$ cat config.mk
export PLATFORM = sky130hd
export DESIGN_NAME = watchdog_and_charger_event_regs
export DESIGN_NICKNAME = d
export VERILOG_FILES = /design/src/verilog/pmic_regs_pkg.sv /design/src/verilog/cfg_bus_if.sv /design/src/verilog/cfg_serial_slave.sv /design/src/verilog/dog_timer.sv /design/src/verilog/watchdog_and_charger_event_regs.sv
export SDC_FILE = /design/constraint.sdc
export NUM_CORES = 1
export LEC_CHECK = 0
export ABC_AREA = 1
export BUFFER_PORTS_ARGS = -buffer_cell sky130_fd_sc_hd__buf_2
export CAP_MARGIN = 20
export CORE_ASPECT_RATIO = 1.1
export CORE_UTILIZATION = 45
export CTS_BUF_LIST = sky130_fd_sc_hd__clkbuf_16
export CTS_CLUSTER_DIAMETER = 50
export DETAILED_ROUTE_END_ITERATION = 16
export PLACE_DENSITY = 0.66
export SLEW_MARGIN = 0
export SYNTH_ARGS = -nofsm -noshare
export SYNTH_HDL_FRONTEND = slang
export SYNTH_SLANG_ARGS = --single-unit
$ cat constraint.sdc
create_clock -name SYS_CLK_IN -period 2.62 [get_ports SYS_CLK_IN]
set_clock_uncertainty 0.1 [all_clocks]
set_input_delay 0.131 -clock SYS_CLK_IN [delete_from_list [all_inputs] [get_ports SYS_CLK_IN]]
set_output_delay 0.131 -clock SYS_CLK_IN [all_outputs]
set_load 0.05 [all_outputs]
$ cat src/verilog/pmic_regs_pkg.sv
// Register map, field layout, reset values and timing for the
// watchdog and charger event register block.
// Assumes a 10 MHz system clock.
package pmic_regs_pkg;

   // ----------------------------------------
   // Register offsets
   // ----------------------------------------
   localparam logic [7:0] ADDR_EVENT_FLAGS = 8'h01;
   localparam logic [7:0] ADDR_DOG_CONFIG  = 8'h17;

   // ----------------------------------------
   // Watchdog config fields
   // ----------------------------------------
   localparam int unsigned POS_GUARD  = 0;
   localparam int unsigned POS_ENABLE = 1;
   localparam int unsigned POS_FEED   = 2;
   localparam int unsigned POS_ACTION = 3;
   localparam int unsigned POS_SEL_LO = 4;
   localparam int unsigned POS_SEL_HI = 5;
   localparam int unsigned POS_RSV_LO = 6;
   localparam int unsigned POS_RSV_HI = 7;

   localparam logic [1:0] RESET_RSV    = 2'h0;
   localparam logic [1:0] RESET_SEL    = 2'h3;
   localparam logic       RESET_ACTION = 1'h0;
   localparam logic       RESET_FEED   = 1'h0;

   // ----------------------------------------
   // Event flag positions
   // ----------------------------------------
   localparam int unsigned EV_BATT_TEMP = 0;
   localparam int unsigned EV_CHG_STATE = 1;
   localparam int unsigned EV_IN_DTLS   = 2;
   localparam int unsigned EV_THERMAL   = 3;
   localparam int unsigned EV_IN_LOOP   = 4;
   localparam int unsigned EV_SYSV_LOOP = 5;
   localparam int unsigned EV_SYSV_CFG  = 6;
   localparam int unsigned EV_COUNT     = 7;

   localparam logic [6:0] RESET_EVENTS = 7'h00;

   // ----------------------------------------
   // Timing
   // ----------------------------------------
   localparam int unsigned CLK_PERIOD_NS = 100;
   localparam int unsigned SECOND_NS     = 1000000000;
   localparam int unsigned SECOND_CYCLES = SECOND_NS / CLK_PERIOD_NS;

   localparam logic [7:0] TIMEOUT_S_16  = 8'h10;
   localparam logic [7:0] TIMEOUT_S_32  = 8'h20;
   localparam logic [7:0] TIMEOUT_S_64  = 8'h40;
   localparam logic [7:0] TIMEOUT_S_128 = 8'h80;

   // Bus address on the serial port, value arbitrary
   localparam logic [6:0] SERIAL_ADDR_DEFAULT = 7'h2a;

   // ----------------------------------------
   // Types
   // ----------------------------------------
   typedef enum logic [2:0] {
      SER_IDLE = 3'h0,
      SER_RX   = 3'h1,
      SER_RACK = 3'h3,
      SER_TX   = 3'h2,
      SER_TACK = 3'h6
   } serial_state_t;

   typedef enum logic [1:0] {
      KIND_ADDR = 2'h0,
      KIND_PTR  = 2'h1,
      KIND_DATA = 2'h3
   } byte_kind_t;

   function automatic logic [7:0] timeout_seconds(input logic [1:0] sel);
      case (sel)
         2'h0:    timeout_seconds = TIMEOUT_S_16;
         2'h1:    timeout_seconds = TIMEOUT_S_32;
         2'h2:    timeout_seconds = TIMEOUT_S_64;
         default: timeout_seconds = TIMEOUT_S_128;
      endcase
   endfunction : timeout_seconds

endpackage : pmic_regs_pkg

$ cat src/verilog/cfg_bus_if.sv
// Byte-wide register access path between the serial port and the
// register bank. rdata is combinational from addr.
`timescale 1ns/1ps
interface cfg_bus_if;
   logic [7:0] addr;
   logic [7:0] wdata;
   logic [7:0] rdata;
   logic       wr_stb;
   logic       rd_stb;

   modport host_side (output addr, output wdata, output wr_stb, output rd_stb, input rdata);
   modport regs_side (input addr, input wdata, input wr_stb, input rd_stb, output rdata);
endinterface : cfg_bus_if

$ cat src/verilog/cfg_serial_slave.sv
// Two-wire serial slave: device address, register pointer, then
// data bytes with pointer auto-increment for writes and reads.
// Assumes pins from outside the clock domain; SDA is open drain.
`timescale 1ns/1ps
module cfg_serial_slave #(
   parameter logic [6:0] DEV_ADDR = pmic_regs_pkg::SERIAL_ADDR_DEFAULT
) (
   input  wire logic clk_in,
   input  wire logic resetn_in,
   input  wire logic scl_in,
   input  wire logic sda_in,
   output logic      sda_out,
   output logic      sda_oe_out,
   cfg_bus_if.host_side bus
);
   import pmic_regs_pkg::*;

   // ----------------------------------------
   // State
   // ----------------------------------------
   logic [2:0]    scl_sync, sda_sync;
   serial_state_t state, next_state;
   byte_kind_t    kind, next_kind;
   logic [3:0]    bitcnt, next_bitcnt;
   logic [7:0]    shreg, next_shreg;
   logic [7:0]    ptr, next_ptr;
   logic          rw, next_rw;
   logic          drive, next_drive;
   logic          scl_rise, scl_fall, start_cond, stop_cond;

   assign scl_rise   = scl_sync[1] & ~scl_sync[2];
   assign scl_fall   = ~scl_sync[1] & scl_sync[2];
   assign start_cond = scl_sync[1] & scl_sync[2] & sda_sync[2] & ~sda_sync[1];
   assign stop_cond  = scl_sync[1] & scl_sync[2] & ~sda_sync[2] & sda_sync[1];

   assign bus.addr   = ptr;
   assign bus.wdata  = shreg;
   assign sda_out    = 1'b0;
   assign sda_oe_out = drive;

   // ----------------------------------------
   // Next state
   // ----------------------------------------
   always_comb begin
      next_state  = state;
      next_kind   = kind;
      next_bitcnt = bitcnt;
      next_shreg  = shreg;
      next_ptr    = ptr;
      next_rw     = rw;
      next_drive  = drive;
      bus.wr_stb  = 1'b0;
      bus.rd_stb  = 1'b0;
      if (start_cond) begin
         next_state  = SER_RX;
         next_kind   = KIND_ADDR;
         next_bitcnt = 4'h0;
         next_drive  = 1'b0;
      end else if (stop_cond) begin
         next_state = SER_IDLE;
         next_drive = 1'b0;
      end else begin
         case (state)
            SER_RX: begin
               if (scl_rise) begin
                  next_shreg  = {shreg[6:0], sda_sync[1]};
                  next_bitcnt = bitcnt + 4'h1;
               end else if (scl_fall && bitcnt == 4'h8) begin
                  next_bitcnt = 4'h0;
                  next_state  = SER_RACK;
                  next_drive  = 1'b1;
                  case (kind)
                     KIND_ADDR: begin
                        next_rw = shreg[0];
                        if (shreg[7:1] != DEV_ADDR) begin
                           next_state = SER_IDLE;
                           next_drive = 1'b0;
                        end
                     end
                     KIND_PTR: next_ptr = shreg;
                     default: begin
                        bus.wr_stb = 1'b1;
                        next_ptr   = ptr + 8'h01;
                     end
                  endcase
               end
            end
            SER_RACK: begin
               if (scl_fall) begin
                  if (kind == KIND_ADDR && rw) begin
                     bus.rd_stb  = 1'b1;
                     next_shreg  = bus.rdata;
                     next_ptr    = ptr + 8'h01;
                     next_drive  = ~bus.rdata[7];
                     next_bitcnt = 4'h1;
                     next_state  = SER_TX;
                  end else begin
                     next_drive = 1'b0;
                     next_state = SER_RX;
                     next_kind  = (kind == KIND_ADDR) ? KIND_PTR : KIND_DATA;
                  end
               end
            end
            SER_TX: begin
               if (scl_fall) begin
                  if (bitcnt == 4'h8) begin
                     next_drive = 1'b0;
                     next_state = SER_TACK;
                  end else begin
                     next_shreg  = {shreg[6:0], 1'b0};
                     next_drive  = ~shreg[6];
                     next_bitcnt = bitcnt + 4'h1;
                  end
               end
            end
            SER_TACK: begin
               if (scl_rise && sda_sync[1]) begin
                  next_state = SER_IDLE;
               end else if (scl_fall) begin
                  bus.rd_stb  = 1'b1;
                  next_shreg  = bus.rdata;
                  next_ptr    = ptr + 8'h01;
                  next_drive  = ~bus.rdata[7];
                  next_bitcnt = 4'h1;
                  next_state  = SER_TX;
               end
            end
            default: next_drive = 1'b0;
         endcase
      end
   end

   // ----------------------------------------
   // Registers
   // ----------------------------------------
   always_ff @(posedge clk_in or negedge resetn_in) begin
      if (!resetn_in) begin
         scl_sync <= 3'h7;
         sda_sync <= 3'h7;
         state    <= SER_IDLE;
         kind     <= KIND_ADDR;
         bitcnt   <= 4'h0;
         shreg    <= 8'h00;
         ptr      <= 8'h00;
         rw       <= 1'b0;
         drive    <= 1'b0;
      end else begin
         scl_sync <= {scl_sync[1:0], scl_in};
         sda_sync <= {sda_sync[1:0], sda_in};
         state    <= next_state;
         kind     <= next_kind;
         bitcnt   <= next_bitcnt;
         shreg    <= next_shreg;
         ptr      <= next_ptr;
         rw       <= next_rw;
         drive    <= next_drive;
      end
   end

endmodule : cfg_serial_slave

$ cat src/verilog/dog_timer.sv
// Watchdog countdown: one-second enable from a divider, counts the
// selected number of seconds, pulses expire_out for one cycle.
// Assumes restart_in and enable_in come from the same clock.
`timescale 1ns/1ps
module dog_timer #(
   parameter int unsigned SEC_CYCLES = pmic_regs_pkg::SECOND_CYCLES
) (
   input  wire logic       clk_in,
   input  wire logic       resetn_in,
   input  wire logic       enable_in,
   input  wire logic       restart_in,
   input  wire logic [1:0] sel_in,
   output logic            expire_out
);
   import pmic_regs_pkg::*;

   localparam int unsigned DIV_W = (SEC_CYCLES > 1) ? $clog2(SEC_CYCLES) : 1;
   localparam logic [DIV_W-1:0] DIV_LAST = DIV_W'(SEC_CYCLES - 1);

   logic [DIV_W-1:0] div, next_div;
   logic [7:0]       secs, next_secs;
   logic             next_expire;

   // ----------------------------------------
   // Countdown
   // ----------------------------------------
   always_comb begin
      next_div    = div;
      next_secs   = secs;
      next_expire = 1'b0;
      if (!enable_in || restart_in) begin
         next_div  = '0;
         next_secs = timeout_seconds(sel_in);
      end else if (div == DIV_LAST) begin
         next_div = '0;
         if (secs == 8'h01) begin
            next_expire = 1'b1;
            next_secs   = timeout_seconds(sel_in);
         end else begin
            next_secs = secs - 8'h01;
         end
      end else begin
         next_div = div + DIV_W'(1);
      end
   end

   always_ff @(posedge clk_in or negedge resetn_in) begin
      if (!resetn_in) begin
         div        <= '0;
         secs       <= TIMEOUT_S_128;
         expire_out <= 1'b0;
      end else begin
         div        <= next_div;
         secs       <= next_secs;
         expire_out <= next_expire;
      end
   end

endmodule : dog_timer

$ cat src/verilog/watchdog_and_charger_event_regs.sv
// Watchdog configuration and charger event registers behind the
// two-wire configuration port.
// Assumes status inputs come from analog blocks (asynchronous) and
// the forced-config pulse from logic on SYS_CLK_IN.
//
// Behaviour
// (RULE_01) Select codes 0..3 give 16, 32, 64, 128 second timeouts.
// (RULE_02) Writing a different timeout select restarts the countdown at once.
// (RULE_03) On expiry: action bit 0 powers off, 1 power-resets.
// (RULE_04) Writing 1 to feed reloads full period; writing 0 does nothing.
// (RULE_05) Enabled watchdog counts down and expires unfed; disabled never expires.
// (RULE_06) Guard set blocks clearing enable but still allows setting it.
// (RULE_07) Guard is read-only factory value; enable resets to factory value.
// (RULE_08) Host writes reserved bits as zero; their read value is don't care.
// (RULE_09) Event flags reset 0, latch on event, read returns then clears all.
// (RULE_10) Bit 6 sets when charge-voltage setting is forcibly altered.
// (RULE_11) Bit 5 sets when system minimum-voltage loop status changes.
// (RULE_12) Bit 4 sets when input voltage or current loop status changes.
// (RULE_13) Bit 3 sets when die thermal regulation status changes.
// (RULE_14) Bit 2 sets when two-bit input supply details change.
// (RULE_15) Bit 1 sets when four-bit charger state details change.
// (RULE_16) Bit 0 sets when three-bit battery temperature details change.
// (RULE_17) Feed bit clears itself after one reload.
// (RULE_18) Expiry gives one-cycle request; event during clearing read stays latched.
`timescale 1ns/1ps
module watchdog_and_charger_event_regs #(
   parameter int unsigned SECOND_CYCLES = pmic_regs_pkg::SECOND_CYCLES,
   parameter logic [6:0]  DEV_ADDR      = pmic_regs_pkg::SERIAL_ADDR_DEFAULT
) (
   input  wire logic       SYS_CLK_IN,
   input  wire logic       RESETN_IN,
   input  wire logic       SCL_IN,
   input  wire logic       SDA_IN,
   output logic            SDA_OUT,
   output logic            SDA_OE_OUT,
   input  wire logic       OTP_DISABLE_GUARD_IN,
   input  wire logic       OTP_DOG_ENABLE_IN,
   input  wire logic       SYSV_LOOP_STATUS_IN,
   input  wire logic       INPUT_VOLTAGE_LOOP_STATUS_IN,
   input  wire logic       INPUT_CURRENT_LOOP_STATUS_IN,
   input  wire logic       DIE_THERMAL_LOOP_STATUS_IN,
   input  wire logic [1:0] INPUT_SUPPLY_DETAILS_IN,
   input  wire logic [3:0] CHARGER_STATE_DETAILS_IN,
   input  wire logic [2:0] BATTERY_TEMP_DETAILS_IN,
   input  wire logic       SYSV_CONFIG_FORCED_IN,
   output logic            POWER_OFF_REQ_OUT,
   output logic            POWER_RESET_REQ_OUT
);
   import pmic_regs_pkg::*;

   // ----------------------------------------
   // Declarations
   // ----------------------------------------
   cfg_bus_if bus ();

   logic [14:0] pin_meta, pin_sync;
   logic [12:0] status_now, status_prev;
   logic        primed, next_primed;
   logic [1:0]  strap_cnt, next_strap_cnt;

   logic [1:0]  rsv, next_rsv;
   logic [1:0]  sel, next_sel;
   logic        action, next_action;
   logic        feed, next_feed;
   logic        dog_en, next_dog_en;
   logic        guard, next_guard;
   logic        restart, next_restart;
   logic        expire;
   logic        next_off, next_rst;

   logic [6:0]  flags, next_flags;
   logic [6:0]  ev_set;
   logic        cfg_wr, flags_rd;
   logic [7:0]  cfg_read;

   // ----------------------------------------
   // Pin synchronisers
   // ----------------------------------------
   always_ff @(posedge SYS_CLK_IN or negedge RESETN_IN) begin
      if (!RESETN_IN) begin
         pin_meta <= 15'h0000;
         pin_sync <= 15'h0000;
      end else begin
         pin_meta <= {OTP_DISABLE_GUARD_IN, OTP_DOG_ENABLE_IN,
                      SYSV_LOOP_STATUS_IN, INPUT_VOLTAGE_LOOP_STATUS_IN,
                      INPUT_CURRENT_LOOP_STATUS_IN, DIE_THERMAL_LOOP_STATUS_IN,
                      INPUT_SUPPLY_DETAILS_IN, CHARGER_STATE_DETAILS_IN,
                      BATTERY_TEMP_DETAILS_IN};
         pin_sync <= pin_meta;
      end
   end

   assign status_now = pin_sync[12:0];

   // ----------------------------------------
   // Serial port and watchdog counter
   // ----------------------------------------
   cfg_serial_slave #(
      .DEV_ADDR   (DEV_ADDR)
   ) u_serial (
      .clk_in     (SYS_CLK_IN),
      .resetn_in  (RESETN_IN),
      .scl_in     (SCL_IN),
      .sda_in     (SDA_IN),
      .sda_out    (SDA_OUT),
      .sda_oe_out (SDA_OE_OUT),
      .bus        (bus.host_side)
   );

   dog_timer #(
      .SEC_CYCLES (SECOND_CYCLES)
   ) u_dog (
      .clk_in     (SYS_CLK_IN),
      .resetn_in  (RESETN_IN),
      .enable_in  (dog_en),     // RULE_05
      .restart_in (restart),
      .sel_in     (sel),        // RULE_01
      .expire_out (expire)
   );

   // ----------------------------------------
   // Register decode
   // ----------------------------------------
   assign cfg_wr   = bus.wr_stb && bus.addr == ADDR_DOG_CONFIG;
   assign flags_rd = bus.rd_stb && bus.addr == ADDR_EVENT_FLAGS;

   always_comb begin
      cfg_read                        = 8'h00;
      cfg_read[POS_RSV_HI:POS_RSV_LO] = rsv;   // RULE_08
      cfg_read[POS_SEL_HI:POS_SEL_LO] = sel;
      cfg_read[POS_ACTION]            = action;
      cfg_read[POS_FEED]              = feed;
      cfg_read[POS_ENABLE]            = dog_en;
      cfg_read[POS_GUARD]             = guard;
   end

   always_comb begin
      case (bus.addr)
         ADDR_EVENT_FLAGS: bus.rdata = {1'b0, flags};
         ADDR_DOG_CONFIG:  bus.rdata = cfg_read;
         default:          bus.rdata = 8'h00;
      endcase
   end

   // ----------------------------------------
   // Watchdog configuration
   // ----------------------------------------
   always_comb begin
      next_strap_cnt = strap_cnt;
      next_rsv       = rsv;
      next_sel       = sel;
      next_action    = action;
      next_feed      = 1'b0;                    // RULE_17
      next_dog_en    = dog_en;
      next_guard     = guard;
      next_restart   = feed;                    // RULE_04
      if (strap_cnt != 2'h3) begin
         next_strap_cnt = strap_cnt + 2'h1;
         if (strap_cnt == 2'h2) begin
            next_guard  = pin_sync[14];         // RULE_07
            next_dog_en = pin_sync[13];         // RULE_07
         end
      end else if (cfg_wr) begin
         next_rsv    = bus.wdata[POS_RSV_HI:POS_RSV_LO];
         next_sel    = bus.wdata[POS_SEL_HI:POS_SEL_LO];
         next_action = bus.wdata[POS_ACTION];
         next_feed   = bus.wdata[POS_FEED];     // RULE_04
         if (next_sel != sel) begin
            next_restart = 1'b1;                // RULE_02
         end
         if (bus.wdata[POS_ENABLE]) begin
            next_dog_en = 1'b1;
         end else if (!guard) begin
            next_dog_en = 1'b0;                 // RULE_06
         end
      end
   end

   always_ff @(posedge SYS_CLK_IN or negedge RESETN_IN) begin
      if (!RESETN_IN) begin
         strap_cnt <= 2'h0;
         rsv       <= RESET_RSV;
         sel       <= RESET_SEL;
         action    <= RESET_ACTION;
         feed      <= RESET_FEED;
         dog_en    <= 1'b0;
         guard     <= 1'b0;
         restart   <= 1'b0;
      end else begin
         strap_cnt <= next_strap_cnt;
         rsv       <= next_rsv;
         sel       <= next_sel;
         action    <= next_action;
         feed      <= next_feed;
         dog_en    <= next_dog_en;
         guard     <= next_guard;
         restart   <= next_restart;
      end
   end

   // ----------------------------------------
   // Expiry requests
   // ----------------------------------------
   always_comb begin
      next_off = expire && !action;             // RULE_03 RULE_18
      next_rst = expire && action;              // RULE_03 RULE_18
   end

   always_ff @(posedge SYS_CLK_IN or negedge RESETN_IN) begin
      if (!RESETN_IN) begin
         POWER_OFF_REQ_OUT   <= 1'b0;
         POWER_RESET_REQ_OUT <= 1'b0;
      end else begin
         POWER_OFF_REQ_OUT   <= next_off;
         POWER_RESET_REQ_OUT <= next_rst;
      end
   end

   // ----------------------------------------
   // Charger event flags
   // ----------------------------------------
   always_comb begin
      ev_set               = 7'h00;
      ev_set[EV_SYSV_CFG]  = SYSV_CONFIG_FORCED_IN;                     // RULE_10
      ev_set[EV_SYSV_LOOP] = status_now[12] != status_prev[12];         // RULE_11
      ev_set[EV_IN_LOOP]   = status_now[11:10] != status_prev[11:10];   // RULE_12
      ev_set[EV_THERMAL]   = status_now[9] != status_prev[9];           // RULE_13
      ev_set[EV_IN_DTLS]   = status_now[8:7] != status_prev[8:7];       // RULE_14
      ev_set[EV_CHG_STATE] = status_now[6:3] != status_prev[6:3];       // RULE_15
      ev_set[EV_BATT_TEMP] = status_now[2:0] != status_prev[2:0];       // RULE_16
      if (!primed) begin
         ev_set[EV_SYSV_LOOP:EV_BATT_TEMP] = 6'h00;
      end
      next_primed = primed | (strap_cnt == 2'h2);
      next_flags  = (flags_rd ? RESET_EVENTS : flags) | ev_set;         // RULE_09 RULE_18
   end

   always_ff @(posedge SYS_CLK_IN or negedge RESETN_IN) begin
      if (!RESETN_IN) begin
         flags       <= RESET_EVENTS;                                   // RULE_09
         status_prev <= 13'h0000;
         primed      <= 1'b0;
      end else begin
         flags       <= next_flags;
         status_prev <= status_now;
         primed      <= next_primed;
      end
   end

endmodule : watchdog_and_charger_event_regs
## Word-level counts from Yosys, hierarchy flattened

Index checks and enable logic that the tools add are counted.

| word-level totals | value |
|---|---|
| register bits | 130 |
| input port bits | 20 |
| output and inout bits | 4 |
| logic and storage cells | 227 |

| cells by class | value |
|---|---|
| add/subtract/negate cells | 5 |
| eq/ne operators | 51 |
| mux-type cells | 94 |
| bitwise operators | 19 |
| reductions and logical operators | 31 |

Operators with widths:

| cell | count |
|---|---|
| $mux W8 | 16 |
| $mux W24 | 2 |
| $pmux W8 S3 | 2 |
| $mux W4 | 10 |
| $mux W1 | 37 |
| $pmux W8 S2 | 2 |
| $pmux W8 S4 | 1 |
| $mux W3 | 10 |
| $add A24 B1 Y24 const B | 1 |
| $eq A24 B24 Y1 const B | 1 |
| $ne A4 B1 Y1 const B | 6 |
| $reduce_and A10 Y1 | 2 |
| $ne A2 B1 Y1 const B | 9 |
| $eq A8 B1 Y1 const B | 2 |
| $mux W2 | 8 |
| $pmux W4 S4 | 1 |
| $ne A3 B1 Y1 const B | 5 |
| $pmux W3 S4 | 1 |
| $reduce_and A6 Y1 | 2 |
| $ne A2 B2 Y1 const B | 5 |
| $not A1 Y1 | 10 |
| $reduce_and A9 Y1 | 1 |
| $add A8 B1 Y8 const B | 1 |
| $eq A8 B5 Y1 const B | 1 |
| 39 further kinds | 64 |

## Longest topological paths before layout

Gate-level depths: netlist of run 1.

| depth | value |
|---|---|
| depth after elaboration | 11 |
| depth in mapped cells | 12 |
| mapped depth without buffers | 12 |

## Hierarchy

A second synthesis of run 1 with hierarchy kept.

| unflattened totals | value |
|---|---|
| cell total of the unflattened synthesis | 810 |
| area, all modules | 6,537.5 um^2 |

By module, submodules not included:

| module | times used | cells each | area each (um^2) | seq. area each (um^2) |
|---|---|---|---|---|
| watchdog_and_charger_event_regs | 1 | 185 | 2,265.9 | 1,604.0 |
| cfg_serial_slave | 1 | 331 | 2,190.9 | 833.3 |
| dog_timer | 1 | 294 | 2,080.7 | 827.0 |

## Worst setup path after synthesis of run 1

Ideal clock, no wire load.

| path | value |
|---|---|
| path kind | register to register |
| start | reg u_serial.ptr[0] (netlist: u_serial.bus.addr[0]) |
| end | reg rsv[0] |
| setup time | 0.122 ns |
| arrival time | 1.416 ns |
| required time | 2.398 ns |
| setup slack | 0.982 ns |
| stages on the path, launching flop included | 10 |
| path buffers | 1 |
| clock period less this slack | 1.638 ns |
| path through | dfrtp_1 > ha_1 > nand2_1 > nor2_1 > nand2_1 > nor2_1 > nand2_1 > buf_2 > nand2_1 > o21ai_1 |

| on the way | value |
|---|---|
| word-level cells in the longest chain between the ends | 3 |

RTL lines:

| item | line | text |
|---|---|---|
| start: declaration | cfg_serial_slave.sv:26 | `logic [7:0] ptr, next_ptr;` |
| start signal: assignment | cfg_serial_slave.sv:154 | `ptr <= next_ptr;` |
| $eq A8 B5 Y1 | watchdog_and_charger_event_regs.sv:124 | `assign cfg_wr = bus.wr_stb && bus.addr == ADDR_DOG_CONFIG;` |
| $logic_and A1 B1 Y1 | watchdog_and_charger_event_regs.sv:124 |  |
| $reduce_and A2 Y1 (no source line) | -- |  |
| end signal: assignment | watchdog_and_charger_event_regs.sv:191 | `rsv <= next_rsv;` |
| end: declaration | watchdog_and_charger_event_regs.sv:61 | `logic [1:0] rsv, next_rsv;` |

Every way passes these cells.
A chain may end at the register's enable or synchronous reset.

## Final worst setup path of run 1

| path | value |
|---|---|
| start | reg u_serial.ptr[0] (netlist: u_serial.bus.addr[0]) |
| end | reg dog_en |

| on the way | value |
|---|---|
| word-level cells in the longest chain between the ends | 4 |

RTL lines:

| item | line | text |
|---|---|---|
| $eq A8 B5 Y1 | watchdog_and_charger_event_regs.sv:124 |  |
| $logic_and A1 B1 Y1 | watchdog_and_charger_event_regs.sv:124 |  |
| $reduce_bool A2 Y1 (no source line) | -- |  |
| $reduce_and A3 Y1 (no source line) | -- |  |
| end signal: assignment | watchdog_and_charger_event_regs.sv:195 | `dog_en <= next_dog_en;` |
| end: declaration | watchdog_and_charger_event_regs.sv:65 | `logic dog_en, next_dog_en;` |

Every way passes these cells.

==> flow_summary.json, run 1 <==
{
  "port_buffers": 22,
  "ir_worst_vdd_uv": 462.1,
  "tightest_slew_ps": 540.5,
  "arrival_ps": 2290,
  "final.setup.tns_ps": 0,
  "finalPower_uw": 5293,
  "initial_core_util": 0.4661,
  "synth.distinct_cells": 34,
  "clk_pin_slew_worst_paths_ps": 60,
  "outcome": "finished clean",
  "cap_violations": 0,
  "wl_met3_um": 444,
  "max_freq_ghz": 0.4802,
  "clock_latency_ps": 420,
  "fill_cells": 1205,
  "cts_made_buffers": 17,
  "dieWidth_um": 114.2,
  "gp_congestion": 0.9348,
  "seqCellArea_um2": 3264,
  "post-cts-setup-buffer-count": 0,
  "routed_wl_mm": 13.00,
  "dieArea_um2": 14330,
  "drt_first_pass_iters": 5,
  "syn_avg_cell_area_um2": 7.995,
  "met2_length_mm": 6.291,
  "met1_length_mm": 6.085,
  "wire_per_inst_um": 12.58,
  "numClockSinks": 130,
  "cp.required_ps": 2820,
  "row_count": 44,
  "antenna_found_initial": 0,
  "layout_commonest_cell": "nand2_1",
  "synth_nets": 809,
  "slew_headroom": 0.6383,
  "power_density_nw_per_um2": 720.1,
  "yosys_warnings": 0,
  "core_um2": 13380,
  "grt_pass1_wl_mm": 22.81,
  "grtUsageTotal": 0.2004,
  "finalHoldViolations": 0,
  "viasPerCell": 4.949,
  "dr.max_layer_used": "met4",
  "synth_top_area_cell": "dfrtp_1",
  "final_cell_mix": "241 x nand2_1, 121 x dfrtp_1, 100 x nor2_1, 82 x inv_1, 63 x nand3_1",
  "h-tree-depth": 4,
  "antenna_left": 0,
  "drtIter0Drc": 293,
  "crit_start": "u_serial.bus.addr[0]",
  "die_y_um": 125.5,
  "hold_class": "input pin to async pin",
  "synthFlopType": "dfrtp_1",
  "power.leakage_uw": 0.003563,
  "drive_above_1_share": 0.09882,
  "syn_area_um2": 6236,
  "drc": 0,
  "synth_top_area_share": 0.4856,
  "crit_type": "register to register",
  "timing.rr.start": "u_serial.bus.addr[0]",
  "rsz0062_at_grt": "false",
  "synth_seq_cells": 130,
  "io_pins": 24,
  "syn_to_final_growth_pct": 17.86,
  "grt_max_degree": 60,
  "cts_tree": "yes",
  "nNetsFinal": 866,
  "ys_seq_area_frac": 0.5235,
  "synth_edf_count": 0,
  "crit_path_max_fanout": 13,
  "synthArstFlopShare": 1.000,
  "synth_area_leaders": "dfrtp_1 49%, nand2_1 15%, nor2_1 6.0%, nand3_1 5.1%, inv_1 4.9%",
  "fin_crit_sh": 0.7948,
  "hpwl_mm": 9.154,
  "vias": 5117,
  "grt-ovfl-total": 0,
  "fin_crit_ps": 2082,
  "crit_path_start_kind": "register",
  "grt_pass1_vias": 5032,
  "multi_input_area_um2": 2604,
  "clock_path_buffers": 2,
  "setup_viol": 0,
  "cp-end-kind": "register",
  "cts-root-buf": "clkbuf_16",
  "syn_inst": 780,
  "maxSlewViolCount": 0,
  "diodes": 0
}
==> final cells by class <==
cell class / instances / share of cell area
inverters: 85 / 0.04341
well taps: 184 / 0.03132
clock buffers: 17 / 0.05788
multi-input cells: 556 / 0.3543
clock inverters: 15 / 0.01992
repair buffers: 47 / 0.04903
flip-flops and latches: 130 / 0.4442
==> what timing repair did <==
action | in CTS | in global routing
endpoints found under the hold margin | 97 | 0
hold buffers | 19 | 0
resized for setup | 0 | 0
==> logic make-up after synthesis <==
kind of cell | after synthesis | share of synthesized area
AOI/OAI and AO/OA | 66 | 0.05498
adders and majority gates | 9 | 0.01806
DFF | 130 | 0.5235
and+or+nand+nor | 453 | 0.3060
buffers and inverters | 94 | 0.05899
other | 1 | 0.0006013
xor gates and xnor gates | 27 | 0.03792
==> registers in the layout (all words and copies together) (netlist names), 4 cells and up <==
register and flops:
flags 7, pin_meta 15, pin_sync 15, status_prev 13, u_dog.div 24, u_dog.secs 8
u_serial.bitcnt 4, u_serial.bus.addr 8, u_serial.bus.wdata 8
==> Yosys cell counts (2+ instances only) <==
cell / instances
nor4_1: 2
nor3b_1: 2
nor2_2: 2
nand3_2: 2
xor2_1: 18
xnor2_1: 9
nand2_2: 4
o21ai_1: 8
nand4_1: 12
a21oi_1: 10
nor3_1: 19
o211ai_1: 2
dfstp_2: 9
o21ai_0: 43
ha_1: 9
nand2_1: 241
nor2_4: 2
dfrtp_1: 121
inv_2: 2
nand3_1: 63
nor2_1: 100
buf_2: 6
inv_1: 82
buf_4: 2
==> worst max-delay path: stages, from the launching register on <==
cell and delay (ps):
dfrtp_1 400, ha_1 270, nand2_1 80, nor2_1 220, nand2_1 180, nor2_1 120, nand2_1 280, nand2_1 170
nand2_1 60, nand2_1 60, nand2_1 40
==> through the flow <==
stage	util	cells	hold slack, ps	worst slack [ps]	area, um^2
floorplan	-	780	-264.6	982.1	6236
global placement	0.4924	983	-14.57	639.5	6588
detailed placement	0.4924	983	-13.78	570.6	6588
CTS	0.5494	1034	98.94	553.3	7350
global route	0.5494	1034	115.9	282.7	7350
finish	0.5494	1034	90.51	537.7	7350
==> worst paths after layout <==
kind	end	slack [ps]	depth (start not counted)
worst max-delay path	dog_en	540	10
worst min-delay path	u_serial.bitcnt[2]	90	2
worst max register to register	dog_en	540	10
worst min register to register	pin_sync[4]	250	0
max in group asynchronous	pin_sync[12]	1490	4
min in group SYS_CLK_IN	pin_sync[4]	250	0
==> routing by layer <==
metal / GRT usage / up-vias
li1: - / 2580
met3: 0.04266 / 15
met4: 0.07869 / 0
met2: 0.3266 / 98
met1: 0.2601 / 2424
met5: 0 / -
==> power by group <==
group	internal (uW)	switching [uW]
Sequential	2150	142
Combinational	273	444
Clock	1330	951
No activity file was read; power rests on OpenSTA's default activity.
==> inputs of run 2 (changes only) <==
- ABC_AREA: 1 -> 0
- clock period: 2.62 -> 2.1 ns (I/O delays scaled with it)
==> run 2 against run 1 <==
  * Synthesized area is 3.8% lower
  * Worst hold slack improved by 100 ps
  * Sequential share of layout area up 0.23 points
  * Worst setup slack worse by 490 ps
  * Non-clock buffer count rose by 30
  * Final area down 0.39%
  * Final cell count shrank 23%
  * Power grew 19%
  * Largest power group is now clock
==> flow_summary.json, run 2 <==
{
  "h-tree-depth": 4,
  "antenna_left": 0,
  "grt_pass1_wl_mm": 20.98,
  "cap_violations": 0,
  "syn_area_um2": 6001,
  "drc": 0,
  "vias": 4452,
  "finalNonFillerCells": 795,
  "hold_class": "input pin to async pin",
  "yosys_warnings": 0,
  "final.setup.tns_ps": 0,
  "viasPerCell": 5.600,
  "grt_max_degree": 49,
  "drtIter0Drc": 252,
  "outcome": "finished clean",
  "row_count": 43,
  "syn_inst": 543,
  "core_um2": 12800,
  "post-cts-setup-buffer-count": 0,
  "slew_headroom": 0.6084,
  "finalHoldViolations": 0,
  "crit_path_start_kind": "register",
  "crit_type": "register to register",
  "layout_commonest_cell": "dfrtp_1",
  "synthFlopType": "dfrtp_1",
  "synth_top_area_cell": "dfrtp_1",
  "synth_area_leaders": "dfrtp_1 50%, dfstp_2 3.9%, nor2_1 3.1%, xor2_1 3.1%, mux2_2 3.0%",
  "global_route.usage.met1": 0.2407,
  "grt-ovfl-total": 0,
  "synth_nets": 572,
  "setup_viol": 0,
  "clock_latency_ps": 410,
  "cp.required_ps": 2280,
  "seqCellArea_um2": 3268,
  "cp-end-kind": "register",
  "final_cell_mix": "118 x dfrtp_1, 49 x nor2_1, 39 x nand2_1, 36 x buf_4, 31 x nand3_1",
  "cts_tree": "yes",
  "syn_to_final_growth_pct": 22.00,
  "dieArea_um2": 13800,
  "synthArstFlopShare": 1.000,
  "wire_per_inst_um": 15.27,
  "clock_path_buffers": 2,
  "fill_cells": 1064,
  "rsz0062_at_grt": "false",
  "drive_above_1_share": 0.2351,
  "yosysMostFrequentCell": "dfrtp_1",
  "globalRouteMet3Util": 0.03873,
  "port_buffers": 22,
  "grt.met2_usage": 0.3339,
  "top_register": "u_dog.div",
  "hpwl_mm": 8.381,
  "power.leakage_uw": 0.003183,
  "nNetsFinal": 654,
  "antenna_found_initial": 0,
  "ir_worst_vdd_uv": 637.3,
  "die_y_um": 123.1,
  "crit_path_max_fanout": 8,
  "initial_core_util": 0.4686,
  "multi_input_area_um2": 2631,
  "max_freq_ghz": 0.4884,
  "ys_seq_area_frac": 0.5440,
  "io_pins": 24,
  "clk_pin_slew_worst_paths_ps": 60,
  "cts-root-buf": "clkbuf_16",
  "maxSlewViolCount": 0,
  "cts_made_buffers": 17,
  "top_usage_layer": "met2",
  "syn_avg_cell_area_um2": 11.05,
  "tightest_slew_ps": 587.5,
  "grtUsageTotal": 0.1943,
  "dieWidth_um": 112.1,
  "largest_reg_flops": 24,
  "synth.distinct_cells": 79,
  "synth_seq_cells": 130,
  "gp_congestion": 0.8840,
  "placed_cells": 744,
  "routed_wl_mm": 12.14,
  "largestRegisters": "u_dog.div (24), pin_meta (15), pin_sync (15)",
  "fin_crit_sh": 0.9750,
  "ys_top_cells_by_count": "121 x dfrtp_1, 49 x nor2_1, 39 x nand2_1",
  "power_density_nw_per_um2": 860.0,
  "numClockSinks": 130,
  "diodes": 0,
  "drt_first_pass_iters": 5,
  "grt_pass1_vias": 4406,
  "synth_top_area_share": 0.5046,
  "fin_crit_ps": 2048,
  "arrival_ps": 2230,
  "synth_edf_count": 0
}
[run 2: power breakdown]
part           switching [uW]  leakage (uW)  internal, uW
registers                 173       0.00160          2690
logic                     287       0.00131           277
clock network            1120      0.000282          1760
total                    1580       0.00318          4720
[run 2: worst paths after layout]
kind / from / end / slack (ps) / depth (start not counted)
max: u_serial.bitcnt[0] / u_serial.bus.wdata[5] / 50 / 7
min: RESETN_IN / pin_sync[13] / 190 / 2
max reg2reg: u_serial.bitcnt[0] / u_serial.bus.wdata[5] / 50 / 7
min reg2reg: pin_meta[1] / pin_sync[1] / 250 / 0
max in group asynchronous: RESETN_IN / dog_en / 970 / 3
min in group SYS_CLK_IN: BATTERY_TEMP_DETAILS_IN[0] / pin_meta[0] / 230 / 2
[run 2: cell type report]
cell class | count | area share
Sequential cell | 130 | 0.4464
Inverter | 14 | 0.007178
Clock buffer | 17 | 0.05811
Clock inverter | 15 | 0.02205
Tap cell | 157 | 0.02683
Multi-Input combinational cell | 385 | 0.3594
Timing Repair Buffer | 77 | 0.07999
[run 2: repair_timing]
| item | 4_1_cts | 5_1_grt |
|---|---|---|
| resized for setup | 1 | 8 |
| hold endpoints to repair | 63 | 0 |
| endpoints found under the setup margin | 1 | 27 |
| hold buffers | 19 | 0 |
[run 2: cells by family (layout without fill, tap and decap cells)]
group | Yosys count | in the layout | synth area share
flops | 130 | 130 | 0.5440
xor+xnor | 39 | 39 | 0.05817
mux | 20 | 20 | 0.03691
other cells | 1 | 1 | 0.0006249
fa+ha+maj | 10 | 10 | 0.02064
buf+inv | 28 | 123 | 0.02273
simple gates | 217 | 217 | 0.1983
compound gates | 98 | 98 | 0.1186
[run 2: critical path, stage by stage (launching register included)]
cell and delay, ps:
dfrtp_1 380, inv_1 60, ha_2 210, nand3b_4 120, or3_1 340, and3_1 210, nand3_4 150, mux2_2 360
[run 2: metal layers]
layer	share of wire	wire, um
met1	0.45	5465
met2	0.50	6103
met3	0.035	428
met4	0.012	140
met5	0	0
[run 2: metrics by stage]
stage	area [um^2]	total power, uW	hold WS, ps	setup WS (ps)	util
3_3_place_gp	6509	3405	37.08	80.80	0.5083
4_1_cts	7293	6370	189.8	14.51	0.5696
2_1_floorplan	6001	3208	-290.6	80.52	-
3_5_place_dp	6509	3431	49.50	0.2822	0.5083
6_report	7321	6296	192.5	52.47	0.5717
5_1_grt	7321	6581	213.6	3.590	0.5717
